$ cat src/verilog/timer_mask_stop_pkg.sv
// Constants and types shared by the timer mask and clock-stop register bank.
package timer_mask_stop_pkg;

	// Bus geometry.
	localparam int DATA_WIDTH     = 32;
	localparam int STRB_WIDTH     = 4;
	localparam int ADDR_WIDTH     = 8;
	localparam int CHANNEL_COUNT  = 8;

	// Register byte offsets.
	localparam logic [7:0] STOP_STATUS_OFFSET    = 8'h1C;
	localparam logic [7:0] STOP_SET_OFFSET       = 8'h2C;
	localparam logic [7:0] MASK_STATUS_OFFSET    = 8'h30;
	localparam logic [7:0] MASK_SET_OFFSET       = 8'h34;
	localparam logic [7:0] MASK_CLEAR_OFFSET     = 8'h38;
	localparam logic [7:0] STOP_CLEAR_OFFSET     = 8'h3C;
	localparam logic [7:0] PENDING_STATUS_OFFSET = 8'h40;

	// Field positions.
	localparam int HALF_LSB     = 16;
	localparam int FULL_LSB     = 0;
	localparam int WATCHDOG_BIT = 16;
	localparam int CHANNEL_LSB  = 0;

	// Reset values.
	localparam logic [7:0] MASK_RESET     = 8'h00;
	localparam logic [7:0] STOP_RESET     = 8'h00;
	localparam logic       WATCHDOG_RESET = 1'b0;

	// Bus responses.
	localparam logic [1:0] RESP_OKAY   = 2'h0;
	localparam logic [1:0] RESP_SLVERR = 2'h2;

	typedef struct packed {
		logic [7:0] half;
		logic [7:0] full;
	} mask_type;

	typedef struct packed {
		logic       watchdog;
		logic [7:0] channel;
	} stop_type;

	typedef struct packed {
		logic                  held;
		logic [ADDR_WIDTH-1:0] addr;
	} addr_hold_type;

	typedef struct packed {
		logic                  held;
		logic [DATA_WIDTH-1:0] data;
		logic [STRB_WIDTH-1:0] strb;
	} data_hold_type;

	typedef struct packed {
		logic                  valid;
		logic [1:0]            resp;
		logic [DATA_WIDTH-1:0] data;
	} answer_type;

	typedef struct packed {
		mask_type      mask;
		stop_type      stop;
		logic [7:0]    half_irq;
		logic [7:0]    full_irq;
		addr_hold_type aw;
		data_hold_type w;
		answer_type    b;
		answer_type    r;
	} state_type;

endpackage

$ cat src/verilog/timer_mask_stop.sv
// AXI4-Lite register bank for timer interrupt masks and timer/watchdog clock stop.
//
// Notes on behaviour
// RQ1: Mask register is read-only, reset zero.
// RQ2: Masks change only via set/clear registers.
// RQ3: Bits 23:16 hold half-match masks, 1 masks.
// RQ4: Bits 7:0 hold full-match masks, 1 masks.
// RQ5: Mask reserved bits read zero, writes ignored.
// RQ6: Mask-set bit 16+n sets half mask n.
// RQ7: Mask-set bit n sets full mask n.
// RQ8: Mask-clear bit 16+n clears half mask n.
// RQ9: Mask-clear bit n clears full mask n.
// RQ10: Stop register read-only, reset zero, set/clear only.
// RQ11: Stop bit withholds that timer's or watchdog's clock.
// RQ12: Stopped unit's registers inaccessible until stop cleared.
// RQ13: Stop bit 16 shows watchdog clock stopped.
// RQ14: Stop bits 7:0 show channel clocks; rest zero.
// RQ15: Stop-set bit 16 stops the watchdog clock.
// RQ16: Stop-set bit n stops channel n clock.
// RQ17: One write changes all selected channels together.
// RQ18: Stop-clear bit 16 or n restarts that clock.
// RQ19: Masks act on half and full match flags.
// RQ20: Request when flag set and mask clear.
// RQ21: Set/clear registers read zero, act next cycle.
`timescale 1ns/1ps

module timer_mask_stop
#(
	parameter int CHANNELS   = timer_mask_stop_pkg::CHANNEL_COUNT,
	parameter int ADDR_WIDTH = timer_mask_stop_pkg::ADDR_WIDTH
)
(
	input  wire logic                  clk,
	input  wire logic                  reset,
	input  wire logic                  clock_enable,
	input  wire logic                  awvalid,
	output logic                       awready,
	input  wire logic [ADDR_WIDTH-1:0] awaddr,
	input  wire logic [2:0]            awprot,
	input  wire logic                  wvalid,
	output logic                       wready,
	input  wire logic [31:0]           wdata,
	input  wire logic [3:0]            wstrb,
	output logic                       bvalid,
	input  wire logic                  bready,
	output logic [1:0]                 bresp,
	input  wire logic                  arvalid,
	output logic                       arready,
	input  wire logic [ADDR_WIDTH-1:0] araddr,
	input  wire logic [2:0]            arprot,
	output logic                       rvalid,
	input  wire logic                  rready,
	output logic [31:0]                rdata,
	output logic [1:0]                 rresp,
	input  wire logic [7:0]            half_match_flag,
	input  wire logic [7:0]            full_match_flag,
	output logic [7:0]                 half_match_irq,
	output logic [7:0]                 full_match_irq,
	output logic [7:0]                 channel_irq,
	output logic [7:0]                 channel_clock_enable,
	output logic                       watchdog_clock_enable,
	output logic [7:0]                 channel_access_enable,
	output logic                       watchdog_access_enable
);

	timer_mask_stop_pkg::state_type state_q;
	timer_mask_stop_pkg::state_type state_d;

	logic [7:0]  lanes;
	logic [7:0]  half_request;
	logic [7:0]  full_request;
	logic [31:0] strobe_bits;
	logic [31:0] write_bits;
	logic [31:0] mask_word;
	logic [31:0] stop_word;
	logic [31:0] pending_word;
	logic        aw_take;
	logic        w_take;
	logic        ar_take;
	logic        aw_now;
	logic        w_now;
	logic [7:0]  aw_offset;
	logic [7:0]  ar_offset;
	logic [31:0] w_data_now;
	logic [3:0]  w_strb_now;

	// The bit layout gives room for eight channels only.
	if (CHANNELS < 1 || CHANNELS > 8)
	begin : channel_check
		$error("CHANNELS must lie between 1 and 8.");
	end
	if (ADDR_WIDTH < 8)
	begin : addr_check
		$error("ADDR_WIDTH must be at least 8.");
	end

	// Channels beyond CHANNELS keep constant zero state.
	assign lanes = 8'((9'h001 << CHANNELS) - 9'h001);

	// Per-channel request logic; a flag still sets while its request is masked.
	for (genvar n = 0; n < 8; n++)
	begin : channel_gen
		assign half_request[n] = lanes[n] & half_match_flag[n] & ~state_q.mask.half[n]; // see RQ19 RQ20
		assign full_request[n] = lanes[n] & full_match_flag[n] & ~state_q.mask.full[n]; // see RQ19 RQ20
	end

	// Readback images of the status registers.
	always_comb
	begin
		mask_word = '0; // see RQ5
		mask_word[timer_mask_stop_pkg::HALF_LSB +: 8] = state_q.mask.half; // see RQ3
		mask_word[timer_mask_stop_pkg::FULL_LSB +: 8] = state_q.mask.full; // see RQ4
		stop_word = '0; // see RQ14
		stop_word[timer_mask_stop_pkg::WATCHDOG_BIT] = state_q.stop.watchdog; // see RQ13
		stop_word[timer_mask_stop_pkg::CHANNEL_LSB +: 8] = state_q.stop.channel; // see RQ14
		pending_word = '0;
		pending_word[timer_mask_stop_pkg::HALF_LSB +: 8] = state_q.half_irq;
		pending_word[timer_mask_stop_pkg::FULL_LSB +: 8] = state_q.full_irq;
	end

	// A frozen block refuses every address and write-data transfer so that nothing is lost while clock_enable is low.
	assign awready = clock_enable & ~state_q.aw.held & ~state_q.b.valid;
	assign wready  = clock_enable & ~state_q.w.held & ~state_q.b.valid;
	assign arready = clock_enable & ~state_q.r.valid;
	assign aw_take = awvalid & awready;
	assign w_take  = wvalid & wready;
	assign ar_take = arvalid & arready;

	assign aw_now     = state_q.aw.held | aw_take;
	assign w_now      = state_q.w.held | w_take;
	assign aw_offset  = state_q.aw.held ? state_q.aw.addr[7:0] : awaddr[7:0];
	assign ar_offset  = araddr[7:0];
	assign w_data_now = state_q.w.held ? state_q.w.data : wdata;
	assign w_strb_now = state_q.w.held ? state_q.w.strb : wstrb;

	// Byte lanes without a strobe contribute no set or clear action.
	for (genvar k = 0; k < 4; k++)
	begin : strobe_gen
		assign strobe_bits[k*8 +: 8] = {8{w_strb_now[k]}};
	end
	assign write_bits = w_data_now & strobe_bits;

	always_comb
	begin
		state_d = state_q;

		// Requests are registered so half_match_irq and full_match_irq come straight from flops; channel_irq is their OR.
		state_d.half_irq = half_request; // see RQ20
		state_d.full_irq = full_request; // see RQ20

		// Answer channels release once taken.
		if (state_q.b.valid && bready)
		begin
			state_d.b.valid = 1'b0;
		end
		if (state_q.r.valid && rready)
		begin
			state_d.r.valid = 1'b0;
		end

		// Address and data may arrive in either order; each is held until both are here.
		if (aw_take)
		begin
			state_d.aw.held = 1'b1;
			state_d.aw.addr = awaddr[timer_mask_stop_pkg::ADDR_WIDTH-1:0];
		end
		if (w_take)
		begin
			state_d.w.held = 1'b1;
			state_d.w.data = wdata;
			state_d.w.strb = wstrb;
		end

		// Every selected bit of one write changes at the same edge.
		if (aw_now && w_now && !state_q.b.valid)
		begin
			state_d.aw.held = 1'b0;
			state_d.w.held  = 1'b0;
			state_d.b.valid = 1'b1;
			state_d.b.resp  = timer_mask_stop_pkg::RESP_OKAY;
			state_d.b.data  = '0;
			unique case (aw_offset[7:2])
				timer_mask_stop_pkg::MASK_SET_OFFSET[7:2]:
				begin
					state_d.mask.half = state_q.mask.half
						| (write_bits[timer_mask_stop_pkg::HALF_LSB +: 8] & lanes); // see RQ6 RQ17
					state_d.mask.full = state_q.mask.full
						| (write_bits[timer_mask_stop_pkg::FULL_LSB +: 8] & lanes); // see RQ7 RQ17
				end
				timer_mask_stop_pkg::MASK_CLEAR_OFFSET[7:2]:
				begin
					state_d.mask.half = state_q.mask.half
						& ~write_bits[timer_mask_stop_pkg::HALF_LSB +: 8]; // see RQ8 RQ17
					state_d.mask.full = state_q.mask.full
						& ~write_bits[timer_mask_stop_pkg::FULL_LSB +: 8]; // see RQ9 RQ17
				end
				timer_mask_stop_pkg::STOP_SET_OFFSET[7:2]:
				begin
					state_d.stop.watchdog = state_q.stop.watchdog
						| write_bits[timer_mask_stop_pkg::WATCHDOG_BIT]; // see RQ15 RQ17
					state_d.stop.channel = state_q.stop.channel
						| (write_bits[timer_mask_stop_pkg::CHANNEL_LSB +: 8] & lanes); // see RQ16 RQ17
				end
				timer_mask_stop_pkg::STOP_CLEAR_OFFSET[7:2]:
				begin
					state_d.stop.watchdog = state_q.stop.watchdog
						& ~write_bits[timer_mask_stop_pkg::WATCHDOG_BIT]; // see RQ18 RQ17
					state_d.stop.channel = state_q.stop.channel
						& ~write_bits[timer_mask_stop_pkg::CHANNEL_LSB +: 8]; // see RQ18 RQ17
				end
				// Status registers accept the write and keep their value.
				timer_mask_stop_pkg::MASK_STATUS_OFFSET[7:2],
				timer_mask_stop_pkg::STOP_STATUS_OFFSET[7:2],
				timer_mask_stop_pkg::PENDING_STATUS_OFFSET[7:2]:
				begin
					state_d.b.resp = timer_mask_stop_pkg::RESP_OKAY; // see RQ1 RQ2 RQ10
				end
				default:
				begin
					state_d.b.resp = timer_mask_stop_pkg::RESP_SLVERR;
				end
			endcase
		end

		// Read data is captured at the same edge that takes the address.
		if (ar_take)
		begin
			state_d.r.valid = 1'b1;
			state_d.r.resp  = timer_mask_stop_pkg::RESP_OKAY;
			unique case (ar_offset[7:2])
				timer_mask_stop_pkg::MASK_STATUS_OFFSET[7:2]:
				begin
					state_d.r.data = mask_word; // see RQ1 RQ3 RQ4 RQ5
				end
				timer_mask_stop_pkg::STOP_STATUS_OFFSET[7:2]:
				begin
					state_d.r.data = stop_word; // see RQ10 RQ13 RQ14
				end
				timer_mask_stop_pkg::PENDING_STATUS_OFFSET[7:2]:
				begin
					state_d.r.data = pending_word;
				end
				timer_mask_stop_pkg::MASK_SET_OFFSET[7:2],
				timer_mask_stop_pkg::MASK_CLEAR_OFFSET[7:2],
				timer_mask_stop_pkg::STOP_SET_OFFSET[7:2],
				timer_mask_stop_pkg::STOP_CLEAR_OFFSET[7:2]:
				begin
					state_d.r.data = '0; // see RQ21
				end
				default:
				begin
					state_d.r.data = '0;
					state_d.r.resp = timer_mask_stop_pkg::RESP_SLVERR;
				end
			endcase
		end
	end

	always_ff @(posedge clk)
	begin
		if (reset)
		begin
			state_q.mask.half     <= timer_mask_stop_pkg::MASK_RESET; // see RQ1
			state_q.mask.full     <= timer_mask_stop_pkg::MASK_RESET; // see RQ1
			state_q.stop.watchdog <= timer_mask_stop_pkg::WATCHDOG_RESET; // see RQ10
			state_q.stop.channel  <= timer_mask_stop_pkg::STOP_RESET; // see RQ10
			state_q.half_irq      <= '0;
			state_q.full_irq      <= '0;
			state_q.aw            <= '0;
			state_q.w             <= '0;
			state_q.b             <= '0;
			state_q.r             <= '0;
		end
		else if (clock_enable)
		begin
			state_q <= state_d; // see RQ21
		end
	end

	assign bvalid = state_q.b.valid;
	assign bresp  = state_q.b.resp;
	assign rvalid = state_q.r.valid;
	assign rdata  = state_q.r.data;
	assign rresp  = state_q.r.resp;

	assign half_match_irq = state_q.half_irq;
	assign full_match_irq = state_q.full_irq;
	assign channel_irq    = state_q.half_irq | state_q.full_irq; // see RQ20

	// Enables feed clock gates in the timer channels; each is its stop flop inverted, and channel enables are also ANDed with lanes.
	assign channel_clock_enable  = ~state_q.stop.channel & lanes; // see RQ11
	assign watchdog_clock_enable = ~state_q.stop.watchdog; // see RQ11

	// A stopped unit has no clock, so its register port must refuse software.
	assign channel_access_enable  = ~state_q.stop.channel & lanes; // see RQ12
	assign watchdog_access_enable = ~state_q.stop.watchdog; // see RQ12

endmodule // timer_mask_stop

$ cat config.mk
export PLATFORM = sky130hd
export DESIGN_NAME = timer_mask_stop
export DESIGN_NICKNAME = d
export VERILOG_FILES = /design/src/verilog/timer_mask_stop_pkg.sv /design/src/verilog/timer_mask_stop.sv
export SDC_FILE = /design/constraint.sdc
export NUM_CORES = 1
export LEC_CHECK = 0
export ABC_AREA = 0
export BUFFER_PORTS_ARGS = -buffer_cell sky130_fd_sc_hd__clkbuf_2
export CELL_PAD_IN_SITES_DETAIL_PLACEMENT = 0
export CELL_PAD_IN_SITES_GLOBAL_PLACEMENT = 1
export CORE_MARGIN = 10
export CORE_UTILIZATION = 38
export CTS_CLUSTER_DIAMETER = 120
export CTS_CLUSTER_SIZE = 12
export DETAILED_ROUTE_END_ITERATION = 6
export GPL_TIMING_DRIVEN = 0
export PLACE_DENSITY = 0.95
export SKIP_LAST_GASP = 1
export SLEW_MARGIN = 5
export SYNTH_ARGS = -nofsm -noshare
export SYNTH_HDL_FRONTEND = slang
export SYNTH_SLANG_ARGS = --single-unit
$ cat constraint.sdc
create_clock -name clk -period 3.1 [get_ports clk]
set_clock_uncertainty 0.15 [all_clocks]
set_input_delay 0.155 -clock clk [delete_from_list [all_inputs] [get_ports clk]]
set_output_delay 0.155 -clock clk [all_outputs]
set_load 0.01 [all_outputs]
==> Word-level counts from Yosys, hierarchy flattened <==
Cells that the tools add are included.
{ "classes": {"eq_ne": 14, "n_mux": 16, "bitwise": 61, "n_reduce_logical": 23} }
{ "ops": {"columns": ["op", "n"], "rows": [
  ["24-bit one-hot mux with 3 select lines", 1],
  ["35-bit two-way mux", 2],
  ["6-bit by 4-bit == test with 1-bit output, second input constant", 10],
  ["37-bit two-way mux", 1],
  ["8-bit OR", 4],
  ["16-bit one-hot mux with 2 select lines", 1],
  ["1-bit AND", 25],
  ["24-bit AND", 1],
  ["8-bit AND", 3],
  ["24-bit two-way mux", 1],
  ["8-bit inverter", 3],
  ["1-bit inverter", 22],
  ["9-bit one-hot mux with 2 select lines", 1],
  ["2-bit AND reduction", 8],
  ["7-bit OR reduction", 2],
  ["6-bit by 3-bit == test with 1-bit output, second input constant", 2],
  ["6-bit by 5-bit == test with 1-bit output, second input constant", 2],
  ["2-bit nonzero test", 6],
  ["9-bit two-way mux", 1],
  ["8-bit two-way mux", 1],
  ["3-bit AND reduction", 2],
  ["1-bit logical AND", 4],
  ["1-bit two-way mux", 4],
  ["2-bit two-way mux", 2],
  ["other kinds (3)", 5]
]} }
{ "word_totals": {"regBits": 125, "in_bits": 82, "out_inout_bits": 83, "word_cells": 130} }

==> Logic depth before layout (Yosys ltp) <==
Gate-level depths: netlist of run 1.
{ "logic_depth": {"depth_word": 9, "ltp_mapped": 8, "depth_no_buf": 5} }

==> Least setup slack after synthesis of run 1 <==
Ideal clock, no wire load.
{ "synth_path": {"path_kind": "register -> register", "from": "reg state_q[115] in the netlist's numbering", "to": "reg (tool-made name)", "setup_time_ns": 0.132, "t_arrival_ns": 1.542, "required_time_ns": 2.818, "setup_slack_ns": 1.275, "path_stages_with_launch": 9, "path_buffers": 3, "period_less_slack_ns": 1.825, "path_cell_list": "dfxtp_1 -> buf_4 -> or3b_1 -> a211oi_2 -> and2_1 -> buf_4 -> buf_6 -> nand2_1 -> mux2i_1"} }
{ "synth_lines": {"columns": ["element", "line_no", "rtl"], "rows": [
  ["start: declaration", "timer_mask_stop.sv:66", "timer_mask_stop_pkg::state_type state_q;"],
  ["start signal: assignment", "timer_mask_stop.sv:276", "state_q <= state_d;"]
]} }

==> reports/summary.md, run 1 <==
The count of fill cells added during filler insertion came out at 1057. Using the TritonRoute via totals, the vias-per-cell ratio works out to 5.03. The run gives 0 as the count of endpoints failing setup in the final report. The pin slew with the least headroom to its limit is 0.839 ns. The largest individual stage delay along the critical path comes from the cell sky130_fd_sc_hd__a21oi_1. Worst endpoint data arrival time: 2.30 ns.

The die is 129 um tall. The critical path starts at state_q[115]. Start of the worst register-to-register path: state_q[115].

Of all nets on the critical path, the largest fanout is 10. The count of yosys warnings during synthesis is 0. The die covers 16500 sq um.

The HPWL after detailed placement is 10800 um. For the worst setup path, the data required time is 3.22 ns. The worst-case IR drop observed on VDD is 303 uV.

The later pin in the worst-skew pair is clocked with a latency of 0.34 ns. The worst setup path is launched from a register. The post-synthesis sequential element count was 87.

The core region is 11500 sq um. The worst path needs 2.18 ns of the cycle, external delays included. Before antenna repair, the detailed router went through 7 iterations. The number of nets with antenna violations after detailed routing was 0. Wires add up to 14000 um. The width of the die is 129 um, and the number of buffers created by CTS is 9. The synthesized area divided by synthesized cell count works out to 8.29 sq um. The tools report the cell at the root of the clock tree as sky130_fd_sc_hd__clkbuf_16.

Once the floorplan was initialized, standard cells occupied 39.0% of the core. Traced cell by cell, the critical path runs through buf_4 > nand3b_1 > a21oi_1 > and2_1 > buf_2 > a31oi_1 > nor2_1. TritonCTS built the clock tree. For the level count of the clock H-tree, the log shows 3. CTS saw 87 sinks. From synthesis to final layout, the design area changed by 34.8%. At the end of routability-driven placement, the weighted congestion stood at 0.853.

The tool flagged a number of max-cap violations equal to 0. The floorplan has 39 rows. The repair_antennas step left the layout with diodes totalling 0. In this design, the stage delay of the slowest critical-path cell is 0.69 ns.

The number of different library cells in the post-synthesis netlist is 45, and the average wire per cell in the routed design is 16.1 um. Global routing finished with a remaining overflow of 0. For this design the top-level I/O count stands at 165.

The tools report the total routing usage reported by global routing as 16.4%. The path type of the worst min-delay path was in2reg. In this run the tightest slew margin relative to its limit is 44.1%. For this design the ratio of total power to cell area is 465 nW/um^2. The flow ran to the end, and the final reports show no timing, DRC or antenna violations. For this block, the initial DRC count from the detailed router was 513.

For the maximum buffer depth of the clock tree, the log shows 2. The tools report the number of antenna violations at the first check in global routing as 0. Setup repair after global routing left no endpoint under its margin. The analysis attributes to cell leakage a power of 2.70 nW. Entering global routing, the biggest net connects 18 pins.

The first global-routing pass estimated 22200 um of wire. The run gives 0 as the final count of pins violating max slew. The count of input and output buffers is 116, and the final net count is 806.

The logs give 0.458 GHz for the highest clock frequency the design can meet and 4395 for the number of global-route vias before repair. STA classifies the critical path endpoint as a register. The run gives 0 as the count of cells resized by post-cts repair. The worst setup path is of the reg2reg kind. The clock transition at the registers of the reported paths was 0.06 ns. The tools report the final-layout setup total negative slack as 0 ns. The worst hold path begins at awaddr[3]. Of the synthesized area, sequential elements account for 38.9%. The number of endpoints with negative hold slack in the final report is 0. Layout cell share with drive strength beyond 1: 29.8%. The routed layout has 4389 vias. The tools report the final cell utilization of the core as 52.6%. The part of the cycle the worst path needs was 70.5%; the total standard cell area after synthesis was 4470 sq um. Synthesis handed over a netlist of 540 instances. Count of unresolved DRC violations after routing: 0.
-- routing by layer --
metal	wire length, um	global-route usage (%)	vias to the layer above
li1	-	-	2163
met1	5930	20.4	2023
met2	6490	26.5	183
met3	1370	4.80	20
met4	212	5.30	0
met5	0	0	-
-- cell usage after synthesis (all sizes together) --
cell | n | area share (%)
a211oi | 2 | 0.45
a21oi | 37 | 4.1
a221oi | 8 | 1.6
a222oi | 9 | 2.0
a22o | 8 | 1.6
a2bb2oi | 9 | 1.8
a31o | 1 | 0.20
a31oi | 18 | 2.5
and2 | 7 | 0.98
and3 | 1 | 0.14
and4b | 1 | 0.22
buf | 72 | 12
clkbuf | 25 | 2.1
conb | 1 | 0.084
dfxtp | 87 | 39
inv | 9 | 0.75
maj3 | 1 | 0.22
mux2i | 23 | 5.1
nand2 | 67 | 5.6
nand2b | 35 | 4.9
nand3 | 11 | 1.2
nand3b | 19 | 3.2
nand4b | 1 | 0.20
nor2 | 41 | 3.4
nor2b | 2 | 0.28
nor3 | 13 | 1.8
nor3b | 2 | 0.34
nor4 | 1 | 0.14
o211ai | 1 | 0.17
o21ai | 11 | 1.2
o221ai | 1 | 0.20
o22ai | 2 | 0.28
o31ai | 1 | 0.28
or2 | 8 | 1.1
or3 | 1 | 0.14
or3b | 1 | 0.20
or4b | 1 | 0.22
xnor2 | 2 | 0.39
-- layout make-up --
| type | instances | area (sq um) | area share [%] |
|---|---|---|---|
| Timing Repair Buffer | 156 | 981 | 16.3 |
| Buffer | 97 | 624 | 10.4 |
| Inverter | 9 | 33.8 | 0.560 |
| Sequential cell | 87 | 1740 | 28.9 |
| Clock inverter | 7 | 106 | 1.76 |
| Clock buffer | 9 | 225 | 3.74 |
| Tap cell | 143 | 179 | 2.97 |
| Multi-Input combinational cell | 364 | 2140 | 35.5 |
-- worst paths after layout --
check	to	slack [ns]	depth (start not counted)
hold reg to reg	state_q[80]	0.31	2
hold / removal	state_q[110]	0.03	3
setup / recovery	register	0.92	7
setup reg to reg	register	0.92	7
-- kinds of logic after synthesis --
logic type / synth area share, %
other cells: 0.0838
fa+ha+maj: 0.224
xor+xnor: 0.392
flops: 38.9
compound gates: 16.4
buf+inv: 14.7
mux: 5.15
simple gates: 24.2
-- report_power, final --
part	switching [mW]	internal, mW	total (mW)
Clock	0.484	0.724	1.21
Combinational	0.214	0.194	0.408
Sequential	0.0318	1.16	1.19
Total	0.730	2.07	2.80
-- critical path, delay by kind of cell, from the launching register on --
family	cells	cell delay (ns)
flip-flops	1	0.30
AO/OA/AOI/OAI	2	0.80
buffers and inverters	2	0.36
AND/OR/NAND/NOR	3	0.50
-- stage by stage --
step	instance area (sq um)	power, mW	std cells	setup WS (ns)	hold slack, ns
floorplan	4540	1.44	557	1.28	0.141
global route	6030	2.91	872	0.769	0.0412
finish	6030	2.80	872	0.916	0.0322
detailed placement	5300	1.58	816	0.986	0.251
CTS	6030	2.81	872	0.972	0.0155
global placement	5300	1.57	816	1.06	0.243
-- placed cells by master (no fill, tap or decap), types with 11 or more instances in the layout --
cell                            count
sky130_fd_sc_hd__nand3_1           11
sky130_fd_sc_hd__dlygate4sd3_1     40
sky130_fd_sc_hd__conb_1            18
sky130_fd_sc_hd__clkbuf_2         117
sky130_fd_sc_hd__mux2i_1           23
sky130_fd_sc_hd__buf_4             63
sky130_fd_sc_hd__nand2_1           67
sky130_fd_sc_hd__o21ai_0           11
sky130_fd_sc_hd__nor3_1            11
sky130_fd_sc_hd__clkbuf_1          24
sky130_fd_sc_hd__nand2b_1          35
sky130_fd_sc_hd__a31oi_1           18
sky130_fd_sc_hd__nor2_1            41
sky130_fd_sc_hd__a21oi_1           37
sky130_fd_sc_hd__dfxtp_1           87
sky130_fd_sc_hd__nand3b_1          19
-- what timing repair did --
action | CTS | global route
endpoints found under the setup margin | 0 | 0
hold buffers | 40 | 0
endpoints found under the hold margin | 40 | 0
setup buffers | 0 | 0
Note: power is estimated with default switching activity, not from simulation.
==> run 2, diff against run 1 <==
ABC_AREA = 1   (was 0)
CORE_UTILIZATION = 35   (was 38)
PLACE_DENSITY = 0.92   (was 0.95)
clock period = 2.1 ns   (was 3.1 ns; I/O delays follow)
==> reports/summary.md, run 2 <==
The flow ran to the end, and the final reports show no timing, DRC or antenna violations. In this run the worst hold path is classified as in2reg. The fraction of the yosys area taken by sequential cells is 35.8%, and the final-layout setup total negative slack is 0 ns.

In the synthesized netlist, the number of instances is 745. sky130_fd_sc_hd__dfxtp_1 takes more of the synthesized area than any other cell. The cell at the root of the clock tree is sky130_fd_sc_hd__clkbuf_16. Once detailed placement completed, the half-perimeter wirelength came to 11300 um. The routability congestion estimate came out at 0.873.

The time the final worst path needs with I/O delays and setup was 1.86 ns. In this run the horizontal extent of the chip is 138 um. The count of unresolved DRC violations after routing is 0. The sum of routed wire length over all layers was 14600 um; the layout-stage area growth over the synthesis result was 34.9%. At the pin with the least slew margin, the transition time is 0.593 ns. STA puts the critical path data arrival time at 1.95 ns. In this run, distinct cell masters in the synthesized netlist total 29. Once detail routing completed, the nets flagged for antenna violations numbered 0.

The run gives 1022 as the final net count. The final count of pins violating max slew is 0. The number of maximum-capacitance constraint violations came out at 0. The logs give 3 for the level count of the clock H-tree and 0.35 ns for the source-to-sink clock delay at the later pin of the worst-skew pair. The count of endpoints failing setup in the final report came out at 0.

For the number of placed cells counting well taps, the log shows 1059. Counting instances in the post-synthesis netlist gives the leading cell types as sky130_fd_sc_hd__nand2_1 (213), sky130_fd_sc_hd__nor2_1 (104), sky130_fd_sc_hd__dfxtp_1 (87). STA puts the critical path data required time at 2.19 ns. The worst setup path is of the reg2reg kind. The initial core utilization is 35.3%, and the synthesized area divided by synthesized cell count is 6.53 sq um. The count of placed standard cells in the final layout, fillers left out was 1125; the site row count was 43. During I/O placement, the number of pins put on the boundary was 165. On the final layout, the worst hold slack is 0.0147 ns. The worst setup path is launched from a register. Power per cell area: 646 nW/um^2. The overall power of the completed layout was 4.24 mW; the headroom to the max-slew limit was 60.3%. The worst-case IR drop observed on VDD is 373 uV. After clock tree synthesis, the flow added hold-fix buffers numbering 50.

STA classifies the critical path endpoint as a register. Number of endpoints with negative hold slack in the final report: 0. TritonCTS built the clock tree. Clock tree synthesis inserted a total of 9 buffers.

For the highest clock frequency the design can meet, the log shows 0.537 GHz. Total routing usage reported by global routing: 15.6%. The run gives 0 as the count of cells resized by post-cts repair. The run gives 0 as the total global routing overflow. The logs give 4738 for the number of global-route vias before repair and 0 for the count of yosys warnings during synthesis. The share of flip-flops with an asynchronous set or reset came out at 0%. The part of the cycle the worst path needs came out at 88.7%. Once placement finished, the instance area stood at 5740 sq um. The area enclosed by the die boundary came out at 19000 sq um.

0 antenna diodes ended up in the layout. For the number of antenna violations at the first check in global routing, the log shows 0. In the post-synthesis netlist, the cell with the most instances is sky130_fd_sc_hd__nand2_1. Entering global routing, the biggest net connects 15 pins.

The count of input and output buffers is 117, and the mean number of vias per cell is 4.41. The finished cells cover 6560 sq um. Setup repair after global routing left no endpoint under its margin. The core region is 13800 sq um. CTS saw 87 sinks.

The number of enable flip-flop cells after synthesis is 0. The top cell types in the final layout, fill and taps aside, are sky130_fd_sc_hd__nand2_1 (213), sky130_fd_sc_hd__clkbuf_2 (117), sky130_fd_sc_hd__nor2_1 (104), sky130_fd_sc_hd__dfxtp_1 (87). By area the synthesized netlist is led by sky130_fd_sc_hd__dfxtp_1 (36%), sky130_fd_sc_hd__nand2_1 (16%), sky130_fd_sc_hd__buf_4 (10%). The detailed-routing iteration count for the pre-antenna-repair pass was 5; the leakage power figure was 3.41 nW. For this block, the via count after detailed routing is 4960.

The mapped netlist covers 4860 sq um. The top-area cell type share of the netlist area works out to 35.8%. The run gives 2 as the maximum buffer depth of the clock tree.

The first global-routing pass estimated 23800 um of wire. The maximum net fanout on the critical path came out at 10. In this run, the number of DRC markers left after iteration 0 of detailed routing was 361.

Clock-pin slew was measured on the worst setup and hold paths at 0.06 ns. The post-synthesis sequential element count was 87; the average wire per cell in the routed design was 13.0 um. From bottom edge to top edge, the die measures 138 um. For this run, the leading register cell type out of synthesis is sky130_fd_sc_hd__dfxtp_1. Buffers added to address setup during post-CTS repair amount to 0. The library cell used most frequently in the layout, excluding fill and tap cells, is sky130_fd_sc_hd__nand2_1. Of the cells placed in the final design, the portion with a size suffix greater than 1 is 26.1%.
[run 2: cell types whose count changed in the layout (fill, tap and decap cells not counted), sizes merged, moves of 12 or more]
cell | previous run | this run
nand2 | 67 | 219
nor2 | 41 | 109
inv | 14 | 73
o21ai | 11 | 50
nand2b | 35 | 0
mux2i | 23 | 0
nand3 | 11 | 34
nand4 | 0 | 20
nand3b | 19 | 0
a31oi | 18 | 0
nor3 | 13 | 1
[run 2: layout make-up]
type | instances | area, sq um
sequential | 87 | 1740
clock buffer | 12 | 246
buffer | 92 | 637
tap | 180 | 225
clock inverter | 4 | 77.6
timing repair buffer | 167 | 1090
fill | 1450 | 7210
inverter | 73 | 274
multi-input combinational | 510 | 2280
[run 2: cells by family (layout without fill, tap and decap cells)]
| logic type | count (synthesis) | in the layout | share of synthesized area (%) |
|---|---|---|---|
| and+or+nand+nor | 393 | 393 | 35.0 |
| buffers and inverters | 165 | 348 | 18.7 |
| AOI/OAI and AO/OA | 99 | 99 | 10.4 |
| DFF | 87 | 87 | 35.8 |
| other | 1 | 18 | 0.0771 |
[run 2: where the power goes]
group	internal, mW	total (mW)	switching [mW]
combinational	0.313	0.718	0.405
clock	1.08	1.75	0.670
sequential	1.72	1.77	0.0496
[run 2: worst paths after layout]
kind | cells after the start | slack [ns] | startpoint | endpoint
max | 9 | 0.24 | state_q[115] | register
min | 5 | 0.01 | awvalid | state_q[112]
max reg2reg | 9 | 0.24 | state_q[115] | register
min reg2reg | 2 | 0.31 | state_q[113] | state_q[113]
[run 2: worst max-delay path, stage by stage, from the launching register on]
cell and delay (ns):
sky130_fd_sc_hd__dfxtp_1 0.38, sky130_fd_sc_hd__buf_6 0.16, sky130_fd_sc_hd__nand2_2 0.06, sky130_fd_sc_hd__nand2_2 0.09, sky130_fd_sc_hd__nand2_2 0.07, sky130_fd_sc_hd__nor2_4 0.12
sky130_fd_sc_hd__nand3_1 0.25, sky130_fd_sc_hd__buf_2 0.30, sky130_fd_sc_hd__nor2_1 0.13, sky130_fd_sc_hd__nor2_1 0.06
[run 2: through the flow]
stage          worst slack (ns)  utilization, %
2_1_floorplan             0.535               -
3_3_place_gp              0.236            41.7
3_5_place_dp              0.233            41.7
4_1_cts                   0.211            47.7
5_1_grt                  0.0687            47.7
6_report                  0.237            47.7
[run 2: layer usage]
| metal | track usage [%] | up-vias | routed length [um] | share of wire (%) |
|---|---|---|---|---|
| met4 | 4.69 | 0 | 207 | 1.4 |
| met5 | 0 | - | 0 | 0 |
| met1 | 20.0 | 2129 | 6510 | 44 |
| met2 | 25.2 | 174 | 6670 | 46 |
| li1 | - | 2643 | - | - |
| met3 | 3.88 | 14 | 1250 | 8.6 |
==> run 3, diff against run 2 <==
CORE_UTILIZATION = 30   (was 35)
PLACE_DENSITY = 0.82   (was 0.92)
==> reports/summary.md, run 3 (synthesis results as in run 2) <==
The run finished with clean final reports. For the initial core utilization, the log shows 30.6%. The sum of routed wire length over all layers is 15200 um. The logs give 0.23 ns for the register-to-register setup slack and 87 for the number of sinks on the clock net. Buffers inserted during clock tree synthesis total 9. Setup repair after global routing left no endpoint under its margin.

The worst setup path is launched from a register. 0 antenna diodes ended up in the layout. The layout-stage area growth over the synthesis result works out to 35.7%. The largest individual stage delay along the critical path comes from the cell sky130_fd_sc_hd__dfxtp_1. After floorplanning, the core was divided into 46 placement rows. For the number of antenna violations at the first check in global routing, the log shows 0. The width of the die was 147 um; the placed wire-length estimate was 11900 um.

The clock reaches the later pin of the worst-skew pair after 0.34 ns. The logs give 5 for the detailed-routing iteration count for the pre-antenna-repair pass and 1023 for the final net count. Power per cell area: 630 nW/um^2. The cell that appears most often on the critical path is sky130_fd_sc_hd__nand2_2. For the number of maximum-capacitance constraint violations, the log shows 0. The maximum net fanout on the critical path is 10. For this run, the top clock speed supported by timing is 0.534 GHz.

In the final routed layout, each cell accounts on average for 13.1 um. In the routed layout, each cell is associated on average with a via count of 4.26. The first global-routing pass estimated 24800 um of wire. The tightest hold path in the finished design has a slack of 0.0128 ns. For the routability congestion estimate, the log shows 0.792. TritonCTS built the clock tree. For this run, design rule violations remaining after detail routing come to 0. STA puts the critical path data arrival time at 1.96 ns. The post-route netlist has 26.3% of its cells at a drive strength greater than 1. Setup total negative slack on the finished layout was measured at 0 ns. The design draws 4.16 mW. The run gives 280 as the starting DRC count in detailed routing. By startpoint and endpoint, the worst setup path is classified as reg2reg. The pin slew with the least headroom to its limit came out at 0.624 ns.

The part of the cycle the worst path needs came out at 89.2%. The final cell utilization of the core came out at 41.6%. In this run the deepest clock path goes through 2 buffers. Leakage power figure: 3.40 nW.

Cell at the root of the clock tree: sky130_fd_sc_hd__clkbuf_16. The worst setup path is captured at a register. Summed over all layers, the global routing overflow is 0. The logs give 0.217 ns for the worst slack at placement and 0 for the count of endpoints failing setup in the final report. The number of gates resized after CTS was 0. Data required time at the worst endpoint: 2.19 ns.

The run gives 3 as the level count of the clock H-tree. The area enclosed by the die boundary was 21700 sq um; the number of nets with antenna violations after detailed routing was 0. For the finished layout, the period the worst path requires is 1.87 ns. During placement, the flow inserted port buffers numbering 117. Across the VDD grid, the largest voltage drop is 421 uV. The final route contains 4946 vias. The path type of the worst min-delay path was in2reg. The leading cell type in the layout, fill and taps excluded was sky130_fd_sc_hd__nand2_1. Traced cell by cell, the critical path runs through buf_6 > nand2_2 > nand2_2 > nand2_2 > nor2_4 > nand3_1 > buf_2 > nor2_1 > nor2_1.

For the number of endpoints with negative hold slack in the final report, the log shows 0. The core region is 15900 sq um. 165 I/O pins were placed.

Entering global routing, the biggest net connects 16 pins. The top cell types in the final layout, fill and taps aside, are sky130_fd_sc_hd__nand2_1 (213), sky130_fd_sc_hd__clkbuf_2 (117), sky130_fd_sc_hd__nor2_1 (104), sky130_fd_sc_hd__dfxtp_1 (87). The clock transition at the registers of the reported paths came out at 0.07 ns. The total routing usage reported by global routing was 13.8%; the critical path's largest stage delay was 0.38 ns. The run gives 0 as the final count of pins violating max slew. The headroom to the max-slew limit was 58.2%. The run gives 4864 as the number of global-route vias before repair. After filler insertion, the fill cell instance count of the layout stands at 1728. For the worst setup slack after layout, the log shows 0.227 ns. The floorplan step set the die height to 147 um.
==> run 3: report_power, final <==
| group | leakage, nW | total [mW] | internal, mW | switching [mW] |
|---|---|---|---|---|
| registers | 0.710 | 1.77 | 1.72 | 0.0498 |
| clock network | 0.145 | 1.67 | 0.959 | 0.708 |
| logic | 2.55 | 0.723 | 0.315 | 0.408 |
| total | 3.40 | 4.16 | 2.99 | 1.17 |
==> run 3: area by class of cell <==
class / instances / area, sq um / share of cell area [%]
clock buffer: 10 / 239 / 3.62
sequential: 87 / 1740 / 26.4
inverter: 73 / 274 / 4.15
clock inverter: 6 / 67.6 / 1.02
multi-input combinational: 510 / 2280 / 34.5
timing repair buffer: 168 / 1100 / 16.6
buffer: 92 / 637 / 9.65
tap: 216 / 270 / 4.09
==> run 3: through the flow <==
step | std cells | area (sq um)
finish | 1162 | 6600
global route | 1162 | 6600
CTS | 1162 | 6600
detailed placement | 1095 | 5780
global placement | 1095 | 5780
floorplan | 762 | 4930
==> run 3: path summary, 6_finish.rpt <==
path | cells after the start | start | end
max | 9 | state_q[115] | register
min | 5 | awvalid | state_q[111]
max reg2reg | 9 | state_q[115] | register
min reg2reg | 2 | state_q[113] | state_q[113]
==> run 3: what timing repair did <==
item                                   CTS  global route
endpoints found under the hold margin   43             0
hold buffers                            51             0
buffers inserted                         0             0
==> run 3: per-layer routing <==
metal,share of wire (%),track usage (%)
met5,0,0
met4,1.0,3.77
met3,5.7,3.41
met2,44,22.0
met1,49,18.2
==> run 3: critical path: cells and delay by family (launching register included) <==
| kind | cells | cell delay [ns] |
|---|---|---|
| buffers and inverters | 2 | 0.46 |
| flip-flops | 1 | 0.38 |
| AND/OR/NAND/NOR | 7 | 0.79 |
